[src/hdl/sram_pkg.sv]
// Shared constants and types for the pipelined synchronous SRAM link
package sram_pkg;
  localparam int ADDR_W = 18;
  localparam int DATA_W = 18;
  localparam int BYTE_W = 9;
  localparam int BURST_W = 2;
  localparam logic [BURST_W-1:0] BURST_ZERO = 2'h0;
  localparam logic [BURST_W-1:0] BURST_ONE = 2'h1;
  localparam logic [ADDR_W-1:0] ADDR_PARK = 18'h00000;
  localparam logic [DATA_W-1:0] DATA_PARK = 18'h00000;
  localparam logic [1:0] BYTES_NONE = 2'h0;
  localparam logic [1:0] BYTES_ALL = 2'h3;
  // Clock divider for the gated SRAM clock: one enable per this many clk_i cycles
  localparam int CLK_DIV = 2;
  localparam logic [3:0] DIV_LAST = 4'h1;
  typedef enum logic [1:0] {HALT_NONE, HALT_READ, HALT_WRITE, HALT_DESEL} halt_kind_type;
  // Next burst address, linear or interleaved
  function automatic logic [BURST_W-1:0] burst_next(input logic [BURST_W-1:0] base,
      input logic [BURST_W-1:0] cnt, input logic linear);
    logic [BURST_W-1:0] c;
    c = cnt + BURST_ONE;
    return linear ? (base + c) : (base ^ c);
  endfunction
endpackage

[src/hdl/sram_if.sv]
// Pin-level interface between the SRAM and its controlling host
`timescale 1ns/1ps
interface sram_if;
  import sram_pkg::*;
  logic clk_en;
  logic [ADDR_W-1:0] addr;
  logic processor_address_strobe_n;
  logic controller_address_strobe_n;
  logic burst_advance_n;
  logic select_active_low_first_n;
  logic select_active_high_second;
  logic select_active_low_third_n;
  logic burst_order_select;
  logic write_n;
  logic [1:0] byte_we;
  logic [DATA_W-1:0] dq_host;
  logic dq_host_oe;
  logic [DATA_W-1:0] dq_dev;
  logic dq_dev_oe;
  modport host (output clk_en, addr, processor_address_strobe_n, controller_address_strobe_n,
    burst_advance_n, select_active_low_first_n, select_active_high_second, select_active_low_third_n,
    burst_order_select, write_n, byte_we, dq_host, dq_host_oe, input dq_dev, dq_dev_oe);
  modport dev (input clk_en, addr, processor_address_strobe_n, controller_address_strobe_n,
    burst_advance_n, select_active_low_first_n, select_active_high_second, select_active_low_third_n,
    burst_order_select, write_n, byte_we, dq_host, dq_host_oe, output dq_dev, dq_dev_oe);
endinterface

[src/hdl/sram_host.sv]
// Host end: drives the SRAM in non-burst mode and stops its clock safely
`timescale 1ns/1ps
module sram_host
  import sram_pkg::*;
#(
  parameter logic BURST_ORDER = 1'b0
) (
  // Clock and reset
  input wire logic clk_i,
  input wire logic rst_i,
  // Link
  sram_if.host bus,
  // User request
  input wire logic req_i,
  input wire logic wr_i,
  input wire logic [ADDR_W-1:0] addr_i,
  input wire logic [DATA_W-1:0] wdata_i,
  input wire logic stop_i,
  // User answer
  output logic busy_o,
  output logic rvalid_o,
  output logic [DATA_W-1:0] rdata_o,
  output logic halted_o,
  output halt_kind_type halt_kind_o
);
  typedef enum logic [2:0] {S_IDLE, S_ACC, S_WAIT1, S_WAIT2, S_DESEL, S_HALT} state_type;
  state_type st_r, st_nxt;
  logic [3:0] div_r, div_nxt;
  logic tick;
  logic rd_r, rd_nxt;
  logic [ADDR_W-1:0] a_r, a_nxt;
  logic [DATA_W-1:0] d_r, d_nxt;
  logic dwr_r, dwr_nxt;
  logic ke_r, ke_nxt;
  logic strobe_r, strobe_nxt;
  logic rv_r, rv_nxt;
  logic [DATA_W-1:0] rq_r, rq_nxt;
  halt_kind_type hk_r, hk_nxt;
  logic desel_r, desel_nxt;
  logic busy_r, busy_nxt;
  logic halted_r, halted_nxt;
  ////////////////////////////////////////////////////////////////////////////
  assign tick = (div_r == DIV_LAST);
  always_comb begin
    div_nxt = tick ? 4'h0 : div_r + 4'h1;
    st_nxt = st_r;
    rd_nxt = rd_r;
    a_nxt = a_r;
    d_nxt = d_r;
    dwr_nxt = dwr_r;
    ke_nxt = 1'b0;
    strobe_nxt = 1'b0;
    hk_nxt = hk_r;
    rv_nxt = 1'b0;
    rq_nxt = rq_r;
    desel_nxt = desel_r;
    if (tick) begin
      unique case (st_r)
        S_IDLE: begin
          ke_nxt = 1'b1;
          if (req_i) begin
            strobe_nxt = 1'b1;
            desel_nxt = 1'b0;
            rd_nxt = !wr_i;
            a_nxt = addr_i;
            d_nxt = wdata_i;
            dwr_nxt = wr_i;
            st_nxt = S_ACC;
          end else if (stop_i) begin
            // Deselect strobe first, so the stop lands on a deselected device
            strobe_nxt = 1'b1; // [RQ4]
            desel_nxt = 1'b1; // [RQ12]
            st_nxt = S_DESEL;
          end
        end
        S_DESEL: begin
          // One more edge lets the device drop its outputs
          ke_nxt = 1'b1;
          hk_nxt = HALT_DESEL; // [RQ4]
          st_nxt = S_HALT;
        end
        S_ACC: begin
          ke_nxt = 1'b1;
          st_nxt = rd_r ? S_WAIT1 : S_WAIT2;
        end
        S_WAIT1: begin
          ke_nxt = 1'b1;
          st_nxt = S_WAIT2;
        end
        S_WAIT2: begin
          // Read data has been driven out, or write latched: safe to stop
          if (rd_r && bus.dq_dev_oe) begin
            rv_nxt = 1'b1;
            rq_nxt = bus.dq_dev;
          end
          if (stop_i) begin // [RQ3]
            hk_nxt = rd_r ? HALT_READ : HALT_WRITE;
            st_nxt = S_HALT;
          end else begin
            ke_nxt = 1'b1;
            st_nxt = S_IDLE;
          end
        end
        S_HALT: begin
          // Restart with a strobe cycle only
          if (req_i) begin // [RQ2]
            ke_nxt = 1'b1;
            strobe_nxt = 1'b1;
            desel_nxt = 1'b0;
            rd_nxt = !wr_i;
            a_nxt = addr_i;
            d_nxt = wdata_i;
            dwr_nxt = wr_i;
            hk_nxt = HALT_NONE;
            st_nxt = S_ACC;
          end else if (!stop_i) begin
            // No access wanted: restart anyway on a strobe, a deselecting one
            ke_nxt = 1'b1; // [RQ2]
            strobe_nxt = 1'b1;
            hk_nxt = HALT_NONE;
            st_nxt = S_IDLE;
          end
        end
      endcase
    end
    if (st_nxt == S_HALT) begin
      a_nxt = ADDR_PARK; // [RQ7]
      d_nxt = DATA_PARK; // [RQ8]
      dwr_nxt = 1'b0;
      desel_nxt = 1'b1; // [RQ6]
    end
    busy_nxt = (st_nxt != S_IDLE) && (st_nxt != S_HALT);
    halted_nxt = (st_nxt == S_HALT);
  end
  always_ff @(posedge clk_i) begin
    if (rst_i) begin
      st_r <= S_IDLE;
      div_r <= 4'h0;
      rd_r <= 1'b0;
      a_r <= ADDR_PARK;
      d_r <= DATA_PARK;
      dwr_r <= 1'b0;
      ke_r <= 1'b0;
      strobe_r <= 1'b0;
      hk_r <= HALT_NONE;
      rv_r <= 1'b0;
      rq_r <= DATA_PARK;
      desel_r <= 1'b0;
      busy_r <= 1'b0;
      halted_r <= 1'b0;
    end else begin
      st_r <= st_nxt;
      div_r <= div_nxt;
      rd_r <= rd_nxt;
      a_r <= a_nxt;
      d_r <= d_nxt;
      dwr_r <= dwr_nxt;
      ke_r <= ke_nxt;
      strobe_r <= strobe_nxt;
      hk_r <= hk_nxt;
      rv_r <= rv_nxt;
      rq_r <= rq_nxt;
      desel_r <= desel_nxt;
      busy_r <= busy_nxt;
      halted_r <= halted_nxt;
    end
  end
  ////////////////////////////////////////////////////////////////////////////
  // Clock enable is low between ticks and while halted, i.e. clock parked low
  assign bus.clk_en = ke_r; // [RQ5]
  assign bus.addr = a_r;
  // Non-burst ties; controller strobe pulses per access, idle means inactive controls
  assign bus.processor_address_strobe_n = 1'b1; // [RQ10] [RQ6]
  assign bus.controller_address_strobe_n = !strobe_r; // [RQ10] [RQ6]
  assign bus.burst_advance_n = 1'b1; // [RQ10]
  assign bus.select_active_low_first_n = 1'b0; // [RQ10] [RQ12]
  assign bus.select_active_high_second = 1'b1; // [RQ10] [RQ12]
  // Third select is free of the non-burst ties, so it carries the deselect
  assign bus.select_active_low_third_n = desel_r; // [RQ12]
  assign bus.burst_order_select = BURST_ORDER; // [RQ11]
  assign bus.write_n = !(strobe_r && dwr_r); // [RQ6]
  assign bus.byte_we = (strobe_r && dwr_r) ? BYTES_ALL : BYTES_NONE;
  assign bus.dq_host = d_r;
  assign bus.dq_host_oe = dwr_r;
  assign busy_o = busy_r;
  assign halted_o = halted_r;
  assign halt_kind_o = hk_r;
  assign rvalid_o = rv_r;
  assign rdata_o = rq_r;
endmodule

[src/flat_wrapper.sv]
// flat-port wrapper written by rule: the top's interface ports become plain ports
module sram_host_flat import sram_pkg::*;
#(
  parameter logic BURST_ORDER = 1'b0
)
  (clk_i, rst_i, req_i, wr_i, addr_i, wdata_i, stop_i, busy_o, rvalid_o, rdata_o, halted_o, halt_kind_o, bus_clk_en, bus_addr, bus_processor_address_strobe_n, bus_controller_address_strobe_n, bus_burst_advance_n, bus_select_active_low_first_n, bus_select_active_high_second, bus_select_active_low_third_n, bus_burst_order_select, bus_write_n, bus_byte_we, bus_dq_host, bus_dq_host_oe, bus_dq_dev, bus_dq_dev_oe);
  sram_if bus_i ();
  input wire logic clk_i;
  input wire logic rst_i;
  input wire logic req_i;
  input wire logic wr_i;
  input wire logic [ADDR_W-1:0] addr_i;
  input wire logic [DATA_W-1:0] wdata_i;
  input wire logic stop_i;
  output logic busy_o;
  output logic rvalid_o;
  output logic [DATA_W-1:0] rdata_o;
  output logic halted_o;
  output halt_kind_type halt_kind_o;
  output wire logic [$bits(bus_i.clk_en)-1:0] bus_clk_en;
  output wire logic [$bits(bus_i.addr)-1:0] bus_addr;
  output wire logic [$bits(bus_i.processor_address_strobe_n)-1:0] bus_processor_address_strobe_n;
  output wire logic [$bits(bus_i.controller_address_strobe_n)-1:0] bus_controller_address_strobe_n;
  output wire logic [$bits(bus_i.burst_advance_n)-1:0] bus_burst_advance_n;
  output wire logic [$bits(bus_i.select_active_low_first_n)-1:0] bus_select_active_low_first_n;
  output wire logic [$bits(bus_i.select_active_high_second)-1:0] bus_select_active_high_second;
  output wire logic [$bits(bus_i.select_active_low_third_n)-1:0] bus_select_active_low_third_n;
  output wire logic [$bits(bus_i.burst_order_select)-1:0] bus_burst_order_select;
  output wire logic [$bits(bus_i.write_n)-1:0] bus_write_n;
  output wire logic [$bits(bus_i.byte_we)-1:0] bus_byte_we;
  output wire logic [$bits(bus_i.dq_host)-1:0] bus_dq_host;
  output wire logic [$bits(bus_i.dq_host_oe)-1:0] bus_dq_host_oe;
  input wire logic [$bits(bus_i.dq_dev)-1:0] bus_dq_dev;
  input wire logic [$bits(bus_i.dq_dev_oe)-1:0] bus_dq_dev_oe;
  assign bus_clk_en = bus_i.clk_en;
  assign bus_addr = bus_i.addr;
  assign bus_processor_address_strobe_n = bus_i.processor_address_strobe_n;
  assign bus_controller_address_strobe_n = bus_i.controller_address_strobe_n;
  assign bus_burst_advance_n = bus_i.burst_advance_n;
  assign bus_select_active_low_first_n = bus_i.select_active_low_first_n;
  assign bus_select_active_high_second = bus_i.select_active_high_second;
  assign bus_select_active_low_third_n = bus_i.select_active_low_third_n;
  assign bus_burst_order_select = bus_i.burst_order_select;
  assign bus_write_n = bus_i.write_n;
  assign bus_byte_we = bus_i.byte_we;
  assign bus_dq_host = bus_i.dq_host;
  assign bus_dq_host_oe = bus_i.dq_host_oe;
  assign bus_i.dq_dev = bus_dq_dev;
  assign bus_i.dq_dev_oe = bus_dq_dev_oe;
  sram_host #(.BURST_ORDER(BURST_ORDER)) u_core (.clk_i(clk_i), .rst_i(rst_i), .bus(bus_i), .req_i(req_i), .wr_i(wr_i), .addr_i(addr_i), .wdata_i(wdata_i), .stop_i(stop_i), .busy_o(busy_o), .rvalid_o(rvalid_o), .rdata_o(rdata_o), .halted_o(halted_o), .halt_kind_o(halt_kind_o));
endmodule
[config.mk]
export PLATFORM = sky130hd
export DESIGN_NAME = sram_host_flat
export DESIGN_NICKNAME = d
export VERILOG_FILES = /design/src/hdl/sram_pkg.sv /design/src/hdl/sram_if.sv /design/src/hdl/sram_host.sv /design/src/flat_wrapper.sv
export SDC_FILE = /design/constraint.sdc
export NUM_CORES = 1
export LEC_CHECK = 0
export BUFFER_PORTS_ARGS = -buffer_cell sky130_fd_sc_hd__buf_2
export CAP_MARGIN = 40
export CORE_ASPECT_RATIO = 0.8
export CORE_MARGIN = 4
export CORE_UTILIZATION = 51
export CTS_CLUSTER_SIZE = 25
export DETAILED_ROUTE_END_ITERATION = 6
export PLACE_DENSITY_LB_ADDON = 0.12
export REMOVE_ABC_BUFFERS = 1
export SLEW_MARGIN = 15
export SYNTH_ARGS = -nofsm -noshare
export SYNTH_HDL_FRONTEND = slang
export SYNTH_SLANG_ARGS = --single-unit
[constraint.sdc]
create_clock -name clk_i -period 7.3 [get_ports clk_i]
set_clock_uncertainty 0.05 [all_clocks]
set_input_delay 2.19 -clock clk_i [delete_from_list [all_inputs] [get_ports clk_i]]
set_output_delay 2.19 -clock clk_i [all_outputs]
set_load 0.01 [all_outputs]
==> results of run 1 <==
layout make-up:
| cell class | count | area [sq um] |
|---|---|---|
| Multi-Input combinational cell | 215 | 1370 |
| Timing Repair Buffer | 127 | 641 |
| Fill cell | 490 | 1750 |
| Sequential cell | 71 | 1420 |
| Clock buffer | 11 | 151 |
| Inverter | 9 | 33.8 |
| Clock inverter | 5 | 86.3 |
| Tap cell | 78 | 97.6 |
sequential cells by signal, indices dropped and copies added (netlist names):
| signal | count |
|---|---|
| u_core.bus.addr | 18 |
| u_core.bus.select_active_low_third_n | 1 |
| u_core.rvalid_o | 1 |
| u_core.bus.clk_en | 1 |
| u_core.halted_o | 1 |
| u_core.st_r | 3 |
| u_core.rdata_o | 18 |
| u_core.rd_r | 1 |
| u_core.div_r | 4 |
| u_core.strobe_r | 1 |
| u_core.halt_kind_o | 2 |
| u_core.bus.dq_host | 18 |
| u_core.busy_o | 1 |
| u_core.bus.dq_host_oe | 1 |
cells in the mapped netlist, drive strengths merged, types with 3 or more instances:
| library cell | n | area share (%) |
|---|---|---|
| nor3 | 6 | 1.0 |
| nor2b | 5 | 1.1 |
| o22ai | 3 | 0.63 |
| buf | 20 | 4.6 |
| mux2i | 38 | 13 |
| o21ai | 6 | 1.0 |
| clkbuf | 7 | 0.88 |
| nor2 | 51 | 9.0 |
| a31oi | 3 | 0.63 |
| nand2 | 42 | 5.3 |
| nand3 | 3 | 0.50 |
| dfxtp | 71 | 48 |
| a21oi | 22 | 3.7 |
| inv | 9 | 1.1 |
metal layers:
| layer | track usage, % | share of wire (%) | vias up |
|---|---|---|---|
| li1 | - | - | 1292 |
| met1 | 24.3 | 43 | 1142 |
| met2 | 32.7 | 48 | 88 |
| met3 | 6.42 | 8.0 | 7 |
| met4 | 5.86 | 1.1 | 0 |
| met5 | 0 | 0 | - |
cells by family after synthesis:
logic type	synth area share, %
flops	47.8
mux	12.8
xor+xnor	0.883
other cells	0.252
compound gates	10.3
simple gates	20.5
fa+ha+maj	0.841
buf+inv	6.60
worst reg2reg max path, stage by stage, from the launching register on:
cell and delay, ns:
sky130_fd_sc_hd__dfxtp_1 0.39, sky130_fd_sc_hd__ha_1 0.21, sky130_fd_sc_hd__nor3b_4 0.48, sky130_fd_sc_hd__a32oi_1 0.24
sky130_fd_sc_hd__o221a_4 0.31, sky130_fd_sc_hd__o41ai_4 0.27, sky130_fd_sc_hd__buf_4 0.51, sky130_fd_sc_hd__nor2_1 0.13
power groups by stage:
stage / clock network [mW] / logic, mW / registers (mW)
6_report: 0.362 / 0.206 / 0.442
5_1_grt: 0.393 / 0.226 / 0.447
4_1_cts: 0.372 / 0.207 / 0.442
3_5_place_dp: 0 / 0.205 / 0.451
3_3_place_gp: 0 / 0.201 / 0.450
2_1_floorplan: 0 / 0.130 / 0.458
per-stage QoR:
step / hold slack, ns / worst slack, ns / instance area [sq um] / total power [mW]
2_1_floorplan: 0.406 / 2.58 / 2820 / 0.588
3_3_place_gp: 0.385 / 3.24 / 3570 / 0.651
3_5_place_dp: 0.392 / 3.17 / 3570 / 0.656
4_1_cts: 0.403 / 3.52 / 3800 / 1.02
5_1_grt: 0.421 / 3.35 / 3800 / 1.07
6_report: 0.401 / 3.51 / 3800 / 1.01
path summary, 6_finish.rpt:
check,to
setup / recovery,u_core.bus.addr[10]
hold / removal,u_core.rdata_o[0]
setup reg to reg,u_core.bus.addr[10]
hold reg to reg,u_core.rdata_o[0]
==> flow_summary_export.csv, run 1 <==
group,metric,value,unit
clock_network,tritoncts,"built",
min_path,worst_hold_startpoint,"u_core.rdata_o[0]",
yosys,synth_area,2980,sq um
pwr,cellPowerDensity,266,nW/um^2
layout,most-common-layout-cells,"125 x sky130_fd_sc_hd__buf_2, 71 x sky130_fd_sc_hd__dfxtp_1, 42 x sky130_fd_sc_hd__nand2_1",
setup_path,setup.worst_path.start,"stop_i",
layout,final_layout_size_suffix_gt1_share,40.4,%
route,postRouteWirelength,6990,um
placed_design,gp_congestion,0.886,
setup_path,cp_data_required_time,7.45,ns
layout,final_nets,495,
clock_network,number_of_levels_the_h_tree_was_split_into,3,
sta,fin_tns_setup,0,ns
route,detail_route.wl_per_cell,13.6,um
yosys,postSynthAreaPerCell,9.33,sq um
job,max-cap-violations,0,
floorplan,die_height,76.3,um
min_path,min-delay-path-class,"reg2reg",
clock_network,postCtsSetupBuffers,0,
global_route,number_of_global_route_vias_before_repair,2427,
setup_path,cp_max_fo,37,
floorplan,std_cell_rows,24,
pwr,power_report.internal_total,720,uW
setup_path,critical_path.startpoint_type,"input pin",
layout,num_antenna_cells,0,
setup_path,reg2reg_from,"u_core.div_r[0]",
route,drt_first_iter_violations,75,
floorplan,top_level_ports,131,
pwr,power.static_leakage,1.94,nW
setup_path,crit_path_max_incr_delay,0.51,ns
yosys,synthesis.instances,319,
sta,slew_headroom,48.0,%
min_path,hold_depth,2,
clock_network,ctsHoldBuffers,0,
route,drt_first_pass_iters,4,
floorplan,die_width,93.4,um
sta,max_freq,0.264,GHz
pwr,power.share.switching,28.8,%
setup_path,kind_of_capture_point_of_the_worst_setup_path,"register",
clock_network,cts_repair_resize_count,0,
floorplan,initial_cell_density_of_the_core,53.6,%
layout,layout_commonest_cell,"sky130_fd_sc_hd__buf_2",
clock_network,ctsLongestPathBuffers,2,
layout,post_layout_nonfiller_instances,516,
sta,timing_max_transition_violations_final,0,
clock_network,insertion_delay,0.34,ns
layout,utilization,68.5,%
global_route,grt_usage,19.7,%
pwr,power_frac_comb,20.4,%
setup_path,critPathSlowestCell,"sky130_fd_sc_hd__buf_4",
sta,timing.final.crit_share,51.8,%
clock_network,numCtsBuffers,9,
global_route,grt_overflow_total,0,
floorplan,fp.coreArea,5560,sq um
global_route,grt_max_degree,41,
global_route,antenna_violations_before_repair,0,
clock_network,path_clk_slew,0.07,ns
route,detailroute.via_count,2529,
pwr,p_sw,291,uW
yosys,synth_edf_count,0,
layout,area.growth.synth_to_final,27.9,%
pwr,vdd_ir_drop_max,0.165,mV
sta,final-setup-viol-count,0,
run_status,status,"finished clean",
setup_path,timing.critical_path.arrival,3.94,ns
pwr,seqPwrFrac,43.8,%
global_route,grt_pass1_wl,11400,um
sta,rsz0062_at_grt,"false",
clock_network,clock_sink_count,71,
setup_path,crit_type,"in2reg",
setup_path,reg2reg_depth,7,
setup_path,crit_chain,"buf_2, nor2b_1, a32oi_1, o221a_4, o41ai_4, buf_4, nor2_1",
yosys,synth-warning-count,0,
clock_network,cts_root_buffer,"sky130_fd_sc_hd__clkbuf_8",
floorplan,die_area,7130,sq um
route,avgViaCountPerCell,4.90,
placed_design,dpl.cell_count,500,
setup_path,buffers_and_inverters_on_the_worst_path,2,
pwr,power.share.clock,35.9,%
setup_path,worstSetupPathDepth,7,
yosys,synth_flop_cell,"sky130_fd_sc_hd__dfxtp_1",
sta,hold_viol,0,
placed_design,port_buffers,125,
sta,worstMarginPinSlew,0.770,ns
yosys,synth.yosys.seq_area_share,47.8,%
route,postRouteAntennaNets,0,
yosys,synth_cell_type_count,46,
setup_path,rrSetupSlack,4.59,ns
sta,post-route-min-period,3.79,ns
setup_path,cpLargestDelayFamily,"compound AO/OA/AOI/OAI gates",
yosys,async_reset_ff_share,0,%
route,remaining_drc_errors,0,
yosys,ys_ff_latch,71,
placed_design,dpl.hpwl,5070,um
(Power assumes the default switching activity.)
==> run 2, diff against run 1 <==
ABC_AREA = 1   (was not set)
CORE_UTILIZATION = 47   (was 51)
clock period = 3.91 ns   (was 7.3 ns; I/O delays follow)
==> run 2 against run 1 <==
Net effect:
- register-to-register slack worse by 3.0 ns
- sequential share of layout area down 0.73 points
- die area rose by 11%
- routed wire length increased by 3.1%
- core utilization fell by 7.6 points
- sequential cell count did not move
- area after synthesis increased by 3.6%
- design area up 2.0%
- critical path type unchanged
- critical endpoint is now u_core.bus.addr[14]
- largest cell class unchanged
==> flow_summary_export.csv, run 2 <==
group,metric,value,unit
clock_network,cts_repair_resize_count,0,
yosys,post_synth_fa_ha_maj_area_fraction,0.812,%
layout,final_layout_size_suffix_gt1_share,32.6,%
sta,post-route-min-period,2.60,ns
clock_network,tritoncts,"built",
route,detailroute.via_count,2919,
pwr,cellPowerDensity,422,nW/um^2
setup_path,critPathSlowestCell,"sky130_fd_sc_hd__buf_4",
global_route,grt_max_degree,38,
placed_design,gp_congestion,0.900,
route,top_layer,"met4",
route,remaining_drc_errors,0,
clock_network,number_of_levels_the_h_tree_was_split_into,3,
sta,slew_headroom,60.2,%
yosys,synth_area,3080,sq um
yosys,dominant_combinational_cell_family_by_area_after_synthesis,"simple AND/OR/NAND/NOR gates",
layout,final_nets,621,
setup_path,cp_max_fo,24,
setup_path,crit_chain,"buf_2, nand2_1, inv_1, nand2_1, nand2_1, nor2_1, nand2_1, nand2_1, nand2_2, nand3_2, nand2_2, buf_4, nor2_1",
route,detail_route.wl_per_cell,11.1,um
sta,rsz0062_at_grt,"false",
clock_network,path_clk_slew,0.08,ns
yosys,post_synth_top_area_cell,"sky130_fd_sc_hd__dfxtp_1",
yosys,postSynthAreaPerCell,7.04,sq um
route,avgViaCountPerCell,4.50,
route,met2WireLength,3260,um
yosys,count_leader_synth,"sky130_fd_sc_hd__nand2_1",
layout,layout_commonest_cell,"sky130_fd_sc_hd__nand2_1",
sta,max_freq,0.385,GHz
sta,worstMarginPinSlew,0.597,ns
route,m1WireLength,3310,um
yosys,synth_simple_gate_area_share,34.0,%
min_path,min-delay-path-class,"reg2reg",
floorplan,fp.coreArea,6380,sq um
yosys,async_reset_ff_share,0,%
setup_path,crit_path_max_incr_delay,0.39,ns
run_status,status,"finished clean",
clock_network,postCtsSetupBuffers,0,
clock_network,insertion_delay,0.33,ns
yosys,post_synth_main_area_contributors,"sky130_fd_sc_hd__dfxtp_1 46%, sky130_fd_sc_hd__nand2_1 16%, sky130_fd_sc_hd__nor2_1 8.8%",
job,max-cap-violations,0,
pwr,vdd_ir_drop_max,0.212,mV
route,drt_first_iter_violations,126,
clock_network,ctsHoldBuffers,0,
placed_design,port_buffers,125,
yosys,synthesis.instances,438,
layout,utilization,60.9,%
route,drt_first_pass_iters,4,
setup_path,critical_path.startpoint_type,"input pin",
sta,timing_max_transition_violations_final,0,
floorplan,die_height,80.4,um
yosys,synth-xor-area-share,0.284,%
floorplan,die_area,7920,sq um
clock_network,numCtsBuffers,9,
global_route,grt_pass1_wl,11400,um
yosys,ys_ff_latch,71,
route,postRouteWirelength,7210,um
yosys,synth_edf_count,0,
clock_network,clock_sink_count,71,
yosys,synth-warning-count,0,
pwr,power.static_leakage,2.02,nW
yosys,share_of_synthesized_area_spent_on_multiplexers,0,%
yosys,synth.yosys.seq_area_share,46.1,%
yosys,synth_flop_cell,"sky130_fd_sc_hd__dfxtp_1",
yosys,synth_compound_gate_area_share,6.54,%
setup_path,cp_data_required_time,4.07,ns
setup_path,worst_path_most_repeated_cell,"sky130_fd_sc_hd__nand2_1",
floorplan,initial_cell_density_of_the_core,48.3,%
global_route,grt_usage,17.7,%
route,met3_wirelength,489,um
route,postRouteAntennaNets,0,
placed_design,dpl.hpwl,5210,um
layout,most-common-layout-cells,"133 x sky130_fd_sc_hd__nand2_1, 125 x sky130_fd_sc_hd__buf_2, 72 x sky130_fd_sc_hd__nor2_1",
layout,area.growth.synth_to_final,25.9,%
yosys,synthTopCellsByCount,"133 x sky130_fd_sc_hd__nand2_1, 72 x sky130_fd_sc_hd__nor2_1, 71 x sky130_fd_sc_hd__dfxtp_1, 47 x sky130_fd_sc_hd__inv_1, 25 x sky130_fd_sc_hd__o21ai_0",
clock_network,cts_root_buffer,"sky130_fd_sc_hd__clkbuf_8",
clock_network,ctsLongestPathBuffers,2,
setup_path,crit_type,"in2reg",
layout,num_antenna_cells,0,
setup_path,timing.critical_path.arrival,2.76,ns
sta,timing.final.crit_share,66.5,%
global_route,grt_overflow_total,0,
floorplan,top_level_ports,131,
floorplan,die_width,98.5,um
setup_path,kind_of_capture_point_of_the_worst_setup_path,"register",
sta,hold_viol,0,
global_route,number_of_global_route_vias_before_repair,2576,
yosys,synth_cell_type_count,31,
sta,final-setup-viol-count,0,
sta,fin_tns_setup,0,ns
global_route,antenna_violations_before_repair,0,
yosys,post-synth-top-area-fraction,46.1,%
floorplan,std_cell_rows,26,
run 2: cell count changes in the layout (fill, tap and decap cells not counted), sizes merged, moves of 6 or more:
cell / delta
nand2: +97
nor2: +44
inv: +43
mux2i: -38
o21ai: +20
a21oi: -17
nand3: +11
nor3: -6
run 2: cell type report:
class,count,area (sq um)
tap,84,105
clock buffer,10,138
timing repair buffer,130,663
fill,627,2490
clock inverter,6,52.6
multi-input combinational,294,1300
inverter,53,199
sequential,71,1420
run 2: through the flow:
step / cell area (sq um) / instances / power, mW / worst slack [ns] / hold WS (ns)
4_1_cts: 3880 / 648 / 1.66 / 1.35 / 0.431
2_1_floorplan: 2920 / 418 / 0.990 / 1.00 / 0.383
3_3_place_gp: 3690 / 632 / 1.10 / 1.05 / 0.400
5_1_grt: 3880 / 648 / 1.73 / 1.19 / 0.450
6_report: 3880 / 648 / 1.64 / 1.31 / 0.421
3_5_place_dp: 3690 / 632 / 1.10 / 1.00 / 0.413
run 2: worst paths after layout:
path,start,cells past startpoint,to,slack [ns]
setup / recovery,stop_i,13,u_core.bus.addr[14],1.31
hold / removal,u_core.div_r[0],1,u_core.div_r[0],0.42
setup reg to reg,u_core.st_r[2],10,u_core.bus.addr[14],1.64
hold reg to reg,u_core.div_r[0],1,u_core.div_r[0],0.42
run 2: critical path, delay by kind of cell:
kind	cells	cell delay, ns
buffers and inverters	3	0.62
and+or+nand+nor	10	0.94
run 2: kinds of logic (layout without fill, tap and decap cells):
kind of cell | Yosys count | after routing
other cells | 2 | 5
simple gates | 250 | 250
fa+ha+maj | 2 | 2
xor+xnor | 1 | 1
compound gates | 36 | 36
flops | 71 | 71
buf+inv | 76 | 199
run 2: power breakdown:
part	leakage, nW	internal [mW]	total, mW	switching, mW
sequential	0.575	0.764	0.792	0.0282
combinational	1.35	0.113	0.293	0.180
clock	0.0914	0.258	0.551	0.294
run 2: routing by layer:
metal	global-route usage [%]	up-vias
li1	-	1542
met1	21.8	1262
met2	28.9	101
met3	4.86	14
met4	8.19	0
met5	0	-
